[src/core/qspw_pkg.sv]
package qspw_pkg;

    // ==========================================
    // Sizes and reset values
    localparam int             QP_W      = 4;
    localparam int             QDEPTH    = 16;
    localparam int             WORD_W    = 16;
    localparam int             CS_N      = 4;
    localparam int             RXQ_DEPTH = 32;
    localparam logic [3:0]     QP_WRAP0  = 4'h0;
    localparam logic [3:0]     QP_RST    = 4'h0;
    localparam logic [4:0]     DEF_LEN   = 5'h08;
    localparam logic [4:0]     MAX_LEN   = 5'h10;
    localparam logic [7:0]     DIV_MIN   = 8'h02;
    localparam logic [15:0]    WORD_RST  = 16'h0000;

    // ==========================================
    // Carriers
    typedef struct packed {
        logic       cont;
        logic       lenSel;
        logic [3:0] peripheral_chip_select;
    } qspw_cmd_t;

    typedef struct packed {
        logic       cpol;
        logic       cpha;
        logic [3:0] bits;
        logic [7:0] baudDivider;
    } qspw_fmt_t;

    typedef struct packed {
        logic [3:0]  addr;
        logic [15:0] data;
    } qspw_rx_t;

    typedef struct packed {
        logic sck;
        logic mosi;
        logic miso;
        logic ss;
    } qspw_pin_in_t;

    typedef struct packed {
        logic       sck;
        logic       sckOe;
        logic       mosi;
        logic       mosiOe;
        logic       miso;
        logic       misoOe;
        logic [3:0] cs;
        logic [3:0] csOe;
    } qspw_pin_out_t;

    typedef enum logic [1:0] {
        M_IDLE  = 2'b00,
        M_LOAD  = 2'b01,
        M_SHIFT = 2'b11,
        M_DONE  = 2'b10
    } qspw_mstate_t;

    // ==========================================
    // Decoders
    // Length code: 0 is sixteen, 8..15 literal; reserved codes read as sixteen
    function automatic logic [4:0] qspw_bits_len(input logic [3:0] bits);
        return bits[3] ? {2'b01, bits[2:0]} : MAX_LEN;
    endfunction : qspw_bits_len

    // Left-justify a word so its first bit sits at the shifter top
    function automatic logic [15:0] qspw_align(input logic [15:0] w, input logic [4:0] len);
        return w << (MAX_LEN - len);
    endfunction : qspw_align

    function automatic logic [15:0] qspw_mask(input logic [4:0] len);
        return 16'hFFFF >> (MAX_LEN - len);
    endfunction : qspw_mask

endpackage : qspw_pkg

[src/core/qspw_engine.sv]
`timescale 1ns/1ps
module qspw_engine
    import qspw_pkg::*;
(
    // Clock and reset
    input  wire logic          mclk,
    input  wire logic          rst_n,
    // Engine control
    input  wire logic          engineEnableSet,
    input  wire logic          engineEnableClr,
    input  wire logic          masterSelect,
    input  wire logic          wrapEnable,
    input  wire logic          wrapTargetSelect,
    input  wire logic          haltRequest,
    input  wire logic          queueFinishedIrqEnable,
    input  wire logic          queueFinishedFlagClr,
    input  wire logic          modeFaultFlagClr,
    input  wire qspw_fmt_t     fmt,
    // Queue pointers and pin setup
    input  wire logic [3:0]    newQueuePointer,
    input  wire logic          newQpWrite,
    input  wire logic [3:0]    endQueuePointer,
    input  wire logic [3:0]    portData,
    input  wire logic [3:0]    csDirection,
    // Queue RAM access
    input  wire logic [3:0]    ramAddr,
    input  wire logic          txWrite,
    input  wire logic [15:0]   txData,
    input  wire logic          cmdWrite,
    input  wire qspw_cmd_t     cmdData,
    input  wire logic          rxRead,
    output logic      [15:0]   rxData,
    // Status
    output logic               engineEnable,
    output logic               queueFinishedFlag,
    output logic               irqRequest,
    output logic               modeFaultFlag,
    output logic      [3:0]    completedQueuePointer,
    output logic               halted,
    // Serial pins
    input  wire qspw_pin_in_t  pinIn,
    output qspw_pin_out_t      pinOut
);

    // ==========================================
    // Storage and state
    logic [15:0]  txRam [QDEPTH];
    logic [15:0]  rxRam [QDEPTH];
    qspw_cmd_t    cmdRam [QDEPTH];
    qspw_mstate_t mState;
    qspw_cmd_t    cmdCur_r;
    logic [3:0]   wqp_r;
    logic         qpPend_r;
    logic [15:0]  txSh_r;
    logic [15:0]  rxSh_r;
    logic [4:0]   bitCnt_r;
    logic [4:0]   mLen_r;
    logic [7:0]   halfCnt_r;
    logic [5:0]   edgeCnt_r;
    logic         sckLvl_r;
    logic         sckPrev_r;
    logic         ssPrev_r;
    logic [3:0]   csLevel_r;
    logic         csHold_r;
    logic         ienLatch_r;
    logic         run;
    logic         busy;
    logic         atEnd;
    logic         tick;
    logic         leadEdge;
    logic         trailEdge;
    logic         sampleNow;
    logic         shiftNow;
    logic         wordDone;
    logic         serialIn;
    logic         slaveSel;
    logic         ssFall;
    logic         ssRise;
    logic [4:0]   curLen;
    logic [4:0]   slvLen;
    logic [3:0]   nextQp;
    logic [15:0]  rxWord;
    logic         fifoInReady;
    logic         fifoOutValid;
    qspw_rx_t     fifoOut;

    // ==========================================
    // Shared decode
    assign run      = engineEnable & !halted;
    assign busy     = (mState != M_IDLE) | (bitCnt_r != 5'h00);
    assign atEnd    = wqp_r == endQueuePointer;
    assign slvLen   = qspw_bits_len(fmt.bits);
    assign curLen   = masterSelect ? mLen_r : slvLen;
    assign serialIn = masterSelect ? pinIn.miso : pinIn.mosi;
    assign slaveSel = run & !masterSelect & !pinIn.ss;
    assign ssFall   = !pinIn.ss & ssPrev_r;
    assign ssRise   = pinIn.ss & !ssPrev_r;
    assign tick     = (mState == M_SHIFT) & (halfCnt_r == fmt.baudDivider - 8'h01);

    // Leading edge leaves the idle level; slave edges come from the far master
    always_comb begin
        if (masterSelect) begin
            leadEdge  = tick & !edgeCnt_r[0];
            trailEdge = tick & edgeCnt_r[0];
        end else begin
            leadEdge  = slaveSel & (pinIn.sck != fmt.cpol) & (sckPrev_r == fmt.cpol);
            trailEdge = slaveSel & (pinIn.sck == fmt.cpol) & (sckPrev_r != fmt.cpol);
        end
    end

    // Phase picks sampling edge; no shift before the first sample
    assign sampleNow = fmt.cpha ? trailEdge : leadEdge;
    assign shiftNow  = (fmt.cpha ? leadEdge : trailEdge) & (bitCnt_r != 5'h00);
    assign wordDone  = sampleNow & (bitCnt_r == curLen - 5'h01);
    assign rxWord    = {rxSh_r[14:0], serialIn} & qspw_mask(curLen);

    // Next entry: wrap target at the end, else pending pointer or increment
    always_comb begin
        if (atEnd) begin
            nextQp = wrapTargetSelect ? newQueuePointer : QP_WRAP0;
        end else if (qpPend_r) begin
            nextQp = newQueuePointer;
        end else begin
            nextQp = wqp_r + 4'h1;
        end
    end

    // ==========================================
    // CPU side RAM
    always_ff @(posedge mclk) begin
        if (txWrite) begin
            txRam[ramAddr] <= txData;
        end
        if (cmdWrite) begin
            cmdRam[ramAddr] <= cmdData;
        end
        if (fifoOutValid & !rxRead) begin
            rxRam[fifoOut.addr] <= fifoOut.data;
        end
    end

    // CPU reads win over the drain, which then stalls the queue
    always_ff @(posedge mclk) begin
        if (!rst_n) begin
            rxData <= WORD_RST;
        end else if (rxRead) begin
            rxData <= rxRam[ramAddr];
        end
    end

    // ==========================================
    // Received words wait here until the receive RAM is free
    qspw_fifo #(
        .WIDTH ($bits(qspw_rx_t)),
        .DEPTH (RXQ_DEPTH)
    ) u_rxq (
        .mclk     (mclk),
        .rst_n    (rst_n),
        .inValid  (wordDone),
        .inReady  (fifoInReady),
        .inData   ({wqp_r, rxWord}),
        .outValid (fifoOutValid),
        .outReady (!rxRead),
        .outData  (fifoOut)
    );

    // ==========================================
    // Master sequencer; a software disable aborts at once
    always_ff @(posedge mclk) begin
        if (!rst_n) begin
            mState <= M_IDLE;
        end else if (engineEnableClr) begin
            mState <= M_IDLE;
        end else begin
            case (mState)
                M_IDLE: begin
                    if (run & masterSelect & fifoInReady & (fmt.baudDivider >= DIV_MIN)) begin
                        mState <= M_LOAD;
                    end
                end
                M_LOAD:  mState <= M_SHIFT;
                M_SHIFT: begin
                    if (tick & (edgeCnt_r == {mLen_r, 1'b0} - 6'h01)) begin
                        mState <= M_DONE;
                    end
                end
                M_DONE:  mState <= M_IDLE;
                default: mState <= M_IDLE;
            endcase
        end
    end

    // Clock generator: half period of baudDivider cycles
    always_ff @(posedge mclk) begin
        if (!rst_n) begin
            halfCnt_r <= 8'h00;
            edgeCnt_r <= 6'h00;
            sckLvl_r  <= 1'b0;
            mLen_r    <= DEF_LEN;
            cmdCur_r  <= '0;
        end else begin
            if (mState == M_IDLE) begin
                sckLvl_r <= fmt.cpol;
                cmdCur_r <= cmdRam[wqp_r];
                mLen_r   <= cmdRam[wqp_r].lenSel ? slvLen : DEF_LEN;
            end
            if (mState != M_SHIFT) begin
                halfCnt_r <= 8'h00;
                edgeCnt_r <= 6'h00;
            end else if (tick) begin
                halfCnt_r <= 8'h00;
                edgeCnt_r <= edgeCnt_r + 6'h01;
                sckLvl_r  <= !sckLvl_r;
            end else begin
                halfCnt_r <= halfCnt_r + 8'h01;
            end
        end
    end

    // Chip-select pattern held from load until a non-continuous word ends
    always_ff @(posedge mclk) begin
        if (!rst_n) begin
            csLevel_r <= 4'h0;
            csHold_r  <= 1'b0;
        end else if (engineEnableClr) begin
            csHold_r <= 1'b0;
        end else if (mState == M_LOAD) begin
            csLevel_r <= cmdCur_r.peripheral_chip_select;
            csHold_r  <= 1'b1;
        end else if ((mState == M_DONE) & !cmdCur_r.cont) begin
            csHold_r <= 1'b0;
        end
    end

    // ==========================================
    // Serializer shared by both modes
    always_ff @(posedge mclk) begin
        if (!rst_n) begin
            txSh_r    <= WORD_RST;
            rxSh_r    <= WORD_RST;
            bitCnt_r  <= 5'h00;
            sckPrev_r <= 1'b0;
            ssPrev_r  <= 1'b1;
        end else begin
            sckPrev_r <= pinIn.sck;
            ssPrev_r  <= pinIn.ss;
            if (masterSelect & (mState == M_LOAD)) begin
                txSh_r   <= qspw_align(txRam[wqp_r], mLen_r);
                bitCnt_r <= 5'h00;
            end else if (!masterSelect & (ssFall | !slaveSel)) begin
                // Partial word is dropped; same address next selection
                txSh_r   <= qspw_align(txRam[wqp_r], slvLen);
                bitCnt_r <= 5'h00;
            end else begin
                if (sampleNow) begin
                    rxSh_r   <= {rxSh_r[14:0], serialIn};
                    bitCnt_r <= wordDone ? 5'h00 : bitCnt_r + 5'h01;
                end
                if (shiftNow) begin
                    txSh_r <= {txSh_r[14:0], 1'b0};
                end else if (wordDone & !masterSelect) begin
                    txSh_r <= qspw_align(txRam[nextQp], slvLen);
                end
            end
        end
    end

    // ==========================================
    // Queue pointers
    always_ff @(posedge mclk) begin
        if (!rst_n) begin
            wqp_r                 <= QP_RST;
            qpPend_r              <= 1'b0;
            completedQueuePointer <= QP_RST;
        end else if (engineEnableSet & !engineEnable) begin
            wqp_r    <= newQueuePointer;
            qpPend_r <= 1'b0;
        end else if (wordDone) begin
            completedQueuePointer <= wqp_r;
            wqp_r    <= newQpWrite ? newQueuePointer : nextQp;
            qpPend_r <= 1'b0;
        end else if (newQpWrite & busy) begin
            qpPend_r <= 1'b1;
        end else if (newQpWrite) begin
            wqp_r <= newQueuePointer;
        end
    end

    // Enable: cleared at the queue end only without wrap
    always_ff @(posedge mclk) begin
        if (!rst_n) begin
            engineEnable <= 1'b0;
        end else if (engineEnableClr) begin
            engineEnable <= 1'b0;
        end else if (engineEnableSet) begin
            engineEnable <= 1'b1;
        end else if (wordDone & atEnd & !wrapEnable) begin
            engineEnable <= 1'b0;
        end
    end

    // Halt takes effect between words only
    always_ff @(posedge mclk) begin
        if (!rst_n) begin
            halted <= 1'b0;
        end else if (!haltRequest) begin
            halted <= 1'b0;
        end else if (wordDone | !busy) begin
            halted <= 1'b1;
        end
    end

    // Sticky flags; a set in the clear cycle wins
    always_ff @(posedge mclk) begin
        if (!rst_n) begin
            queueFinishedFlag <= 1'b0;
            modeFaultFlag     <= 1'b0;
            ienLatch_r        <= 1'b0;
        end else begin
            if (wordDone & atEnd) begin
                queueFinishedFlag <= 1'b1;
            end else if (queueFinishedFlagClr) begin
                queueFinishedFlag <= 1'b0;
            end
            // Fault only flags; master mode and drivers stay as they are
            if (masterSelect & engineEnable & !csDirection[0] & !pinIn.ss) begin
                modeFaultFlag <= 1'b1;
            end else if (modeFaultFlagClr) begin
                modeFaultFlag <= 1'b0;
            end
            // Clearing the enable cannot withdraw a pending request
            ienLatch_r <= (ienLatch_r & queueFinishedFlag) | queueFinishedIrqEnable;
        end
    end

    assign irqRequest = queueFinishedFlag & ienLatch_r;

    // ==========================================
    // Pin drive; slave drives only data out while selected
    always_comb begin
        pinOut.sck    = sckLvl_r;
        pinOut.sckOe  = masterSelect & engineEnable;
        pinOut.mosi   = txSh_r[15];
        pinOut.mosiOe = masterSelect & engineEnable;
        pinOut.miso   = txSh_r[15];
        pinOut.misoOe = !masterSelect & engineEnable & !pinIn.ss;
        pinOut.cs     = csHold_r ? csLevel_r : portData;
        pinOut.csOe   = masterSelect ? csDirection : 4'h0;
    end
endmodule : qspw_engine

[src/core/qspw_fifo.sv]
`timescale 1ns/1ps
module qspw_fifo #(
    parameter int WIDTH = 20,
    parameter int DEPTH = 32
) (
    // Clock and reset
    input  wire logic             mclk,
    input  wire logic             rst_n,
    // Fill side
    input  wire logic             inValid,
    output logic                  inReady,
    input  wire logic [WIDTH-1:0] inData,
    // Drain side
    output logic                  outValid,
    input  wire logic             outReady,
    output logic      [WIDTH-1:0] outData
);
    localparam int AW = $clog2(DEPTH);

    logic [WIDTH-1:0] mem [DEPTH];
    logic [AW-1:0]    wrPtr_r;
    logic [AW-1:0]    rdPtr_r;
    logic [AW:0]      count_r;
    logic             push;
    logic             pop;

    // ==========================================
    // Handshake; depth is a power of two so pointers wrap by themselves
    assign inReady  = count_r != (AW+1)'(DEPTH);
    assign outValid = count_r != '0;
    assign push     = inValid & inReady;
    assign pop      = outValid & outReady;
    assign outData  = mem[rdPtr_r];

    // Storage, no reset needed
    always_ff @(posedge mclk) begin
        if (push) begin
            mem[wrPtr_r] <= inData;
        end
    end

    // Pointers and fill count
    always_ff @(posedge mclk) begin
        if (!rst_n) begin
            wrPtr_r <= '0;
            rdPtr_r <= '0;
            count_r <= '0;
        end else begin
            if (push) begin
                wrPtr_r <= wrPtr_r + 1'b1;
            end
            if (pop) begin
                rdPtr_r <= rdPtr_r + 1'b1;
            end
            case ({push, pop})
                2'b10:   count_r <= count_r + 1'b1;
                2'b01:   count_r <= count_r - 1'b1;
                default: count_r <= count_r;
            endcase
        end
    end

endmodule : qspw_fifo

[config.mk]
export PLATFORM = sky130hd
export DESIGN_NAME = qspw_engine
export DESIGN_NICKNAME = d
export VERILOG_FILES = /design/src/core/qspw_pkg.sv /design/src/core/qspw_engine.sv /design/src/core/qspw_fifo.sv
export SDC_FILE = /design/constraint.sdc
export NUM_CORES = 2
export LEC_CHECK = 0
export BUFFER_PORTS_ARGS = -buffer_cell sky130_fd_sc_hd__buf_4
export CORE_MARGIN = 1
export CORE_UTILIZATION = 26
export DETAILED_ROUTE_END_ITERATION = 6
export GPL_ROUTABILITY_DRIVEN = 0
export PLACE_DENSITY = 0.42
export SYNTH_ARGS = -nofsm -noshare
export SYNTH_HDL_FRONTEND = slang
export SYNTH_SLANG_ARGS = --single-unit
[constraint.sdc]
create_clock -name mclk -period 6.92 [get_ports mclk]
set_clock_uncertainty 0.05 [all_clocks]
set_input_delay 1.384 -clock mclk [delete_from_list [all_inputs] [get_ports mclk]]
set_output_delay 1.384 -clock mclk [all_outputs]
set_load 0.05 [all_outputs]
# Word level (Yosys, flattened, before mapping)
# Memory sizes are Yosys's and may differ from the RTL's. A register that Yosys moved wholly into a read port is not among the register bits.
# Cells that the tools add are included.
# word_totals
ff_bits	100
mem_bits_rw	1248
output_inout_bits	39
mem_count	4
# classes
n_addsub	14
magnitude_cmp	1
eq_ne	18
n_shift	4
n_mux	52
n_bitwise	43
reduce_logical	35
# memory_table
name	words	word_bits	rd	rd_ports_with_merged_regs	write_ports	line	text
u_rxq.mem	32	20	1	1	1	qspw_fifo.sv:20	logic [WIDTH-1:0] mem [DEPTH];
rxRam	16	16	1	1	1	qspw_engine.sv:48	logic [15:0] rxRam [QDEPTH];
txRam	16	16	2	1	1	qspw_engine.sv:47	logic [15:0] txRam [QDEPTH];
cmdRam	16	6	1	1	1	qspw_engine.sv:49	qspw_cmd_t cmdRam [QDEPTH];
# ops
cell	n
2-to-1 mux 16 bit	4
2-to-1 mux 4 bit	14
left shift 16 x 5 -> 16 bit	3
AND 1 bit	33
2-to-1 mux 5 bit	6
2-to-1 mux 1 bit	24
AND 16 bit	1
right shift 16 x 5 -> 16 bit, first input constant	1
adder 5 x 1 -> 5 bit, second input constant	3
subtractor 5 bit, first input constant	3
zero test 1 bit	13
adder 6 x 1 -> 6 bit, second input constant	2
one-hot mux 6 bit (2 select lines)	1
nonzero test 2 bit	6
subtractor 6 x 1 -> 6 bit, second input constant	2
AND reduction 2 bit	5
OR reduction 3 bit	3
adder 8 x 1 -> 8 bit, second input constant	1
equality test 8 bit	1
greater-or-equal comparator 8 x 2 -> 1 bit, second input constant	1
one-hot mux 2 bit (4 select lines)	1
subtractor 8 x 1 -> 8 bit, second input constant	1
equality test 2 bit, second input constant	3
equality test 6 bit	1
21 further kinds	34

# Logic depth before layout (Yosys ltp)
# depth
depth_word	14
ltp_mapped	26
mapped_depth_nobuf	22

# Hierarchy
# A second synthesis with hierarchy kept.
# hier_totals
cells_unflattened	3626
hier_area_um2	58607.5
# by_module_without_submodules
mod	instances	cells_per_inst	area_per_inst_um2	seq_area_each_um2
qspw_engine	1	2318	33056.7	20339.5
qspw_fifo	1	1308	25550.8	19638.8

# Worst setup path before layout
# OpenSTA, ideal clock, no wires.
# synth_path
path_type	input port to flip-flop
startpoint	input port masterSelect
endpoint	register u_rxq.count_r[4]
setup_time_ns	0.128
t_arrival_ns	6.099
required_ns	6.742
slack_ns	0.643
cell_stages	23
cell_sequence	clkbuf_1 > buf_1 > clkbuf_1 > nor2_1 > a21oi_1 > ha_1 > o2111ai_1 > xnor2_1 > a21oi_1 > xnor2_1 > nor4_4 > nand2_1 > a21oi_1 > inv_1 > ha_1 > buf_1 > xor2_1 > ha_1 > a21oi_1 > a32oi_1 > a21oi_1 > xnor2_1 > nor2_1
# synth_via
elab_chain_cells	11
word_cells_on_any_way	19
classes_between	add/sub (1); eq/ne (3); mux (5); bitwise (8); reduce/logical (2)
# synth_lines
element	line	text
from (decl)	qspw_engine.sv:11	input wire logic masterSelect,
branches (longest 7 deep; another with subtractor 5 x 1 -> 5 bit)	n/a	
AND 1 bit (*)	qspw_engine.sv:114	assign wordDone = sampleNow & (bitCnt_r == curLen - 5'h01);
AND 1 bit (*)	qspw_fifo.sv:31	assign push = inValid & inReady;
equality test 2 x 1 -> 1 bit / equality test 2 bit (equally long branches)	qspw_fifo.sv:55	case ({push, pop})
one-hot mux 6 bit (2 select lines) / nonzero test 2 bit (equally long branches)	n/a	
to (signal assigned)	qspw_fifo.sv:56	2'b10: count_r <= count_r + 1'b1;
to (signal assigned)	qspw_fifo.sv:57	2'b01: count_r <= count_r - 1'b1;
to (signal assigned)	qspw_fifo.sv:58	default: count_r <= count_r;
to (decl)	qspw_fifo.sv:23	logic [AW:0] count_r;
# Every way passes the cells marked *.
# A chain may end at the register's enable or synchronous reset.

# Final worst setup path
# layout_path
startpoint	register wqp_r[0]
endpoint	register txSh_r[6]
# layout_via
elab_chain_cells	9
word_cells_on_any_way	10
classes_between	add/sub (1); eq/ne (1); shift (1); mux (6); memory (1)
# layout_lines
element	line	text
from (decl)	qspw_engine.sv:52	logic [3:0] wqp_r;
from (signal assigned)	qspw_engine.sv:276	wqp_r <= newQueuePointer;
from (signal assigned)	qspw_engine.sv:280	wqp_r <= newQpWrite ? newQueuePointer : nextQp;
from (signal assigned)	qspw_engine.sv:285	wqp_r <= newQueuePointer;
adder 4 x 1 -> 4 bit	qspw_engine.sv:124	nextQp = wqp_r + 4'h1;
2-to-1 mux 4 bit	qspw_engine.sv:121	end else if (qpPend_r) begin
2-to-1 mux 4 bit (*)	qspw_engine.sv:119	if (atEnd) begin
memory (16 x 16 bit) (*)	n/a	
left shift 16 x 5 -> 16 bit (*)	qspw_pkg.sv:71	return w << (MAX_LEN - len);
2-to-1 mux 16 bit (*)	qspw_engine.sv:261	end else if (wordDone & !masterSelect) begin
2-to-1 mux 16 bit (*)	qspw_engine.sv:259	if (shiftNow) begin
2-to-1 mux 16 bit (*)	qspw_engine.sv:250	end else if (!masterSelect & (ssFall | !slaveSel)) begin
2-to-1 mux 16 bit (*)	qspw_engine.sv:247	if (masterSelect & (mState == M_LOAD)) begin
to (signal assigned)	qspw_engine.sv:248	txSh_r <= qspw_align(txRam[wqp_r], mLen_r);
to (signal assigned)	qspw_engine.sv:260	txSh_r <= {txSh_r[14:0], 1'b0};
to (signal assigned)	qspw_engine.sv:262	txSh_r <= qspw_align(txRam[nextQp], slvLen);
to (decl)	qspw_engine.sv:54	logic [15:0] txSh_r;
# Mark *: on every way between the ends. The rest lies on a longest branch, timed or not. The select of a mux whose other input is x is not followed.

==> results.md <==
- Outcome: finished with violations
- Violated checks: design-rule violations
- P&R area growth vs syn: 17.0%
- Synth Area in Compound Gates: between 4 and 5%
- Placed Cells incl. Taps: around 6300
- DRT iter0 DRCs: 2574
- Fraction of layout cells with a size suffix above 1: 28.0%
- Critical path class: register to register
- Ys flop type: edfxtp_1
- Post-route insts no fill: between 6000 and 7000
- ANT nets after route: 0
- Setup bufs post-CTS: 0
- Routed vias/inst: just under 5
- Crit start category: register
- Yosys cell types: 80
- Most numerous cell in the Yosys netlist: edfxtp_1
- Slew at the pin closest to its max-slew limit: approximately 1200 ps
- Routed len/inst: ~26 um
- Max layer used: met5
- Power Total: 0.0186 W
- Reg clk slew, reported paths: 60 ps
- Ranking of synthesized cells by area: edfxtp_1, mux4_2, dfxtp_1
- Core area: between 200000 and 250000 um2
- Vias in the first global route: about 33000
- CTS tree: yes
- Post-synthesis mux area share: 18.7%
- Clock root buffer: clkbuf_16
- First-pass GRT wire length: 248000 um
- DRC viols: 7
- First drt pass iteration count: 7
- Setup slack at placement: around 570 ps
- WL final: between 150000 and 200000 um
- Area leader, netlist: edfxtp_1
- Final Net Count: about 3600
- Met3 wire length: roughly 7500 um
- Die Ht: 476 um
- Mean Syn Cell Area: 17.6 um2
- Leakage Power: about 20 nW
- Post-Syn Area: 58500 um2
- Crit. End Element: register
- Routed via count: approximately 32000
- CP Launch Point: wqp_r[0]
- Sequential share of the synthesized area: between 60 and 70%
- Pins Over Slew Limit: 0
- Adder-cell share of the synthesized area: less than 1%
- Final hold viol count: 0
- Asr flop ratio synth: 0%
- Sink Count: approximately 1400
- Initial antenna violation count: 12
- Critical Path Max Stage Delay: between 1000 and 1500 ps
- Max-cap violations: 0
- Post-synth top area share: 64.1%
- Post-synthesis xor/xnor area fraction: less than 1%
- Slew HR: about 18%
- Crit path DAT: slightly above 6000 ps
- Endpoints failing setup: 0
- Min Tclk post-route: between 5000 and 6000 ps
- Global route total overflow: 0
- RSZ-0062 raised after global routing: no
- Skew-Pair Late Insertion Delay: 810 ps
- Slowest cell on crit path: or4_2
- Synth Register Bits: 1373
- Starting Density: a little over a quarter
- Synth top cells by count: edfxtp_1, mux4_2, nor2_1
- PortBufs: roughly 110
- Fillers: approximately 22000
- M1 WL: around 80000 um
- Hold Path Class: register to register
- I/O pins: around 110
- Routed wl met2: 83100 um
- Simple-gate share of the synthesized area: 5.03%
- Largest net degree at the start of global routing: 56
- Reg2Reg Launch Point: wqp_r[0]
- Crit share post-route: between 80% and 90%
- Row count: between 150 and 200
- Final worst slack: 1360 ps
- EDFF count, synth: ~1200
- Num CTS Buffers: about 160
- Half-perimeter wire length after placement: 106000 um
- Synth warn: 0
- Peak VDD IR: 0.181 mV
- Max Clock Freq: between 150 and 200 MHz
- H-Tree Level Count: 4
- Post-Syn Nets: approximately 3400
- Post-CTS Resized: 0
- Gr usage total: 15.1%
- Hold Crit Start: cmdCur_r[1]
- Crit Path Max Fanout: 38
- Largest family of logic cells by synthesized area: multiplexers
- Die width: about 480 um
- Synthesized netlist cell count: between 3000 and 4000
- Crit-path cells: buf_4, xor2_1, or4_2, o21ai_2, buf_4, a2111oi_0, a2111oi_0, or4_1, nand2_1, mux2_2, o211ai_2, nand2_1, a31oi_1
- Die area: about 230000 um2
- Longest Clk Path Bufs: 3
- Pwr dens: ~270 nW/um2
- CTS Hold Buffers Added: 0
- Aggregate negative setup slack: 0 ps
- Worst Path Required: ~7600 ps
[power breakdown]
| part | switching (W) | internal, W |
|---|---|---|
| Clock | 0.00348 | 0.00461 |
| Combinational | 0.000910 | 0.000530 |
| Sequential | 0.0000559 | 0.00904 |
| Total | 0.00445 | 0.0142 |
[layer usage]
layer,global-route usage [%],vias to the layer above
met5,0,-
met1,20.8,16900
met3,2.44,225
met2,24.5,774
met4,3.93,6
li1,-,13900
[cells in the final DEF (no fill, tap or decap), types with 10 or more instances in the layout]
master | netlist | layout
clkinv_2 | 0 | 29
edfxtp_1 | 1248 | 1248
nor2b_1 | 18 | 18
mux2i_1 | 137 | 137
inv_1 | 30 | 29
clkbuf_16 | 0 | 156
nand2b_1 | 10 | 10
buf_4 | 5 | 226
clkinv_1 | 1 | 29
nand3_1 | 49 | 49
xnor2_1 | 25 | 24
o211ai_1 | 11 | 11
o211a_1 | 26 | 26
a21oi_1 | 103 | 102
and3_1 | 26 | 26
a22oi_1 | 25 | 25
xor2_1 | 33 | 32
nor2_1 | 217 | 149
and2_1 | 16 | 16
or3_1 | 10 | 10
dfxtp_1 | 125 | 118
ha_1 | 21 | 21
o22ai_1 | 10 | 10
a211oi_1 | 23 | 23
nor2_2 | 0 | 38
clkbuf_1 | 151 | 28
mux2_2 | 48 | 48
nand4_1 | 12 | 12
nor3_1 | 36 | 32
a31oi_1 | 18 | 18
nor2_4 | 0 | 30
o21ai_0 | 35 | 35
a2111oi_0 | 53 | 53
mux4_2 | 397 | 397
nand2_1 | 203 | 202
[stage by stage]
stage	hold slack [ps]	area (um2)	util [%]
global placement	400	63400	28.4
detailed placement	402	63400	28.4
CTS	410	68400	30.7
global route	429	68400	30.7
floorplan	382	58500	-
finish	408	68400	30.7
[cell families after synthesis]
logic type      after synthesis
xor+xnor                     58
buf+inv                     253
simple gates                641
fa+ha+maj                    21
flops                      1373
compound gates              391
mux                         587
[worst paths after layout]
kind                       to  depth (start not counted)  slack [ps]
hold reg to reg   cmdCur_r[1]                          2         410
setup reg to reg    txSh_r[6]                         13        1360
hold / removal    cmdCur_r[1]                          2         410
setup / recovery    txSh_r[6]                         13        1360
[layout make-up]
type	count	area [um2]	share of cell area [%]
inverter	31	118	0.172
clock inverter	83	852	1.25
tap	2975	3720	5.44
timing repair buffer	226	1700	2.48
antenna	5	12.5	0.0183
sequential	1373	40000	58.5
clock buffer	194	4140	6.06
multi-input combinational	1698	17800	26.1
[flip-flops by register name, summed over array words and instances (netlist names), 2 cells and up, named ones only]
register	flops
u_rxq.rdPtr_r	5
rxSh_r	15
cmdRam	96
rxData	16
cmdCur_r	5
u_rxq.count_r	6
mLen_r	5
csLevel_r	4
edgeCnt_r	6
txRam	256
halfCnt_r	8
mState	2
rxRam	256
bitCnt_r	5
u_rxq.mem	640
wqp_r	4
u_rxq.wrPtr_r	5
completedQueuePointer	4
txSh_r	16
[critical path: cells and delay by family, from the launching register on]
family / cells / cell delay (ps)
AO/OA/AOI/OAI: 5 / 1870
XOR/XNOR: 1 / 200
buffers and inverters: 2 / 830
flip-flops: 1 / 300
multiplexers: 1 / 390
AND/OR/NAND/NOR: 4 / 1800
Note: power is estimated with default switching activity, not from simulation.
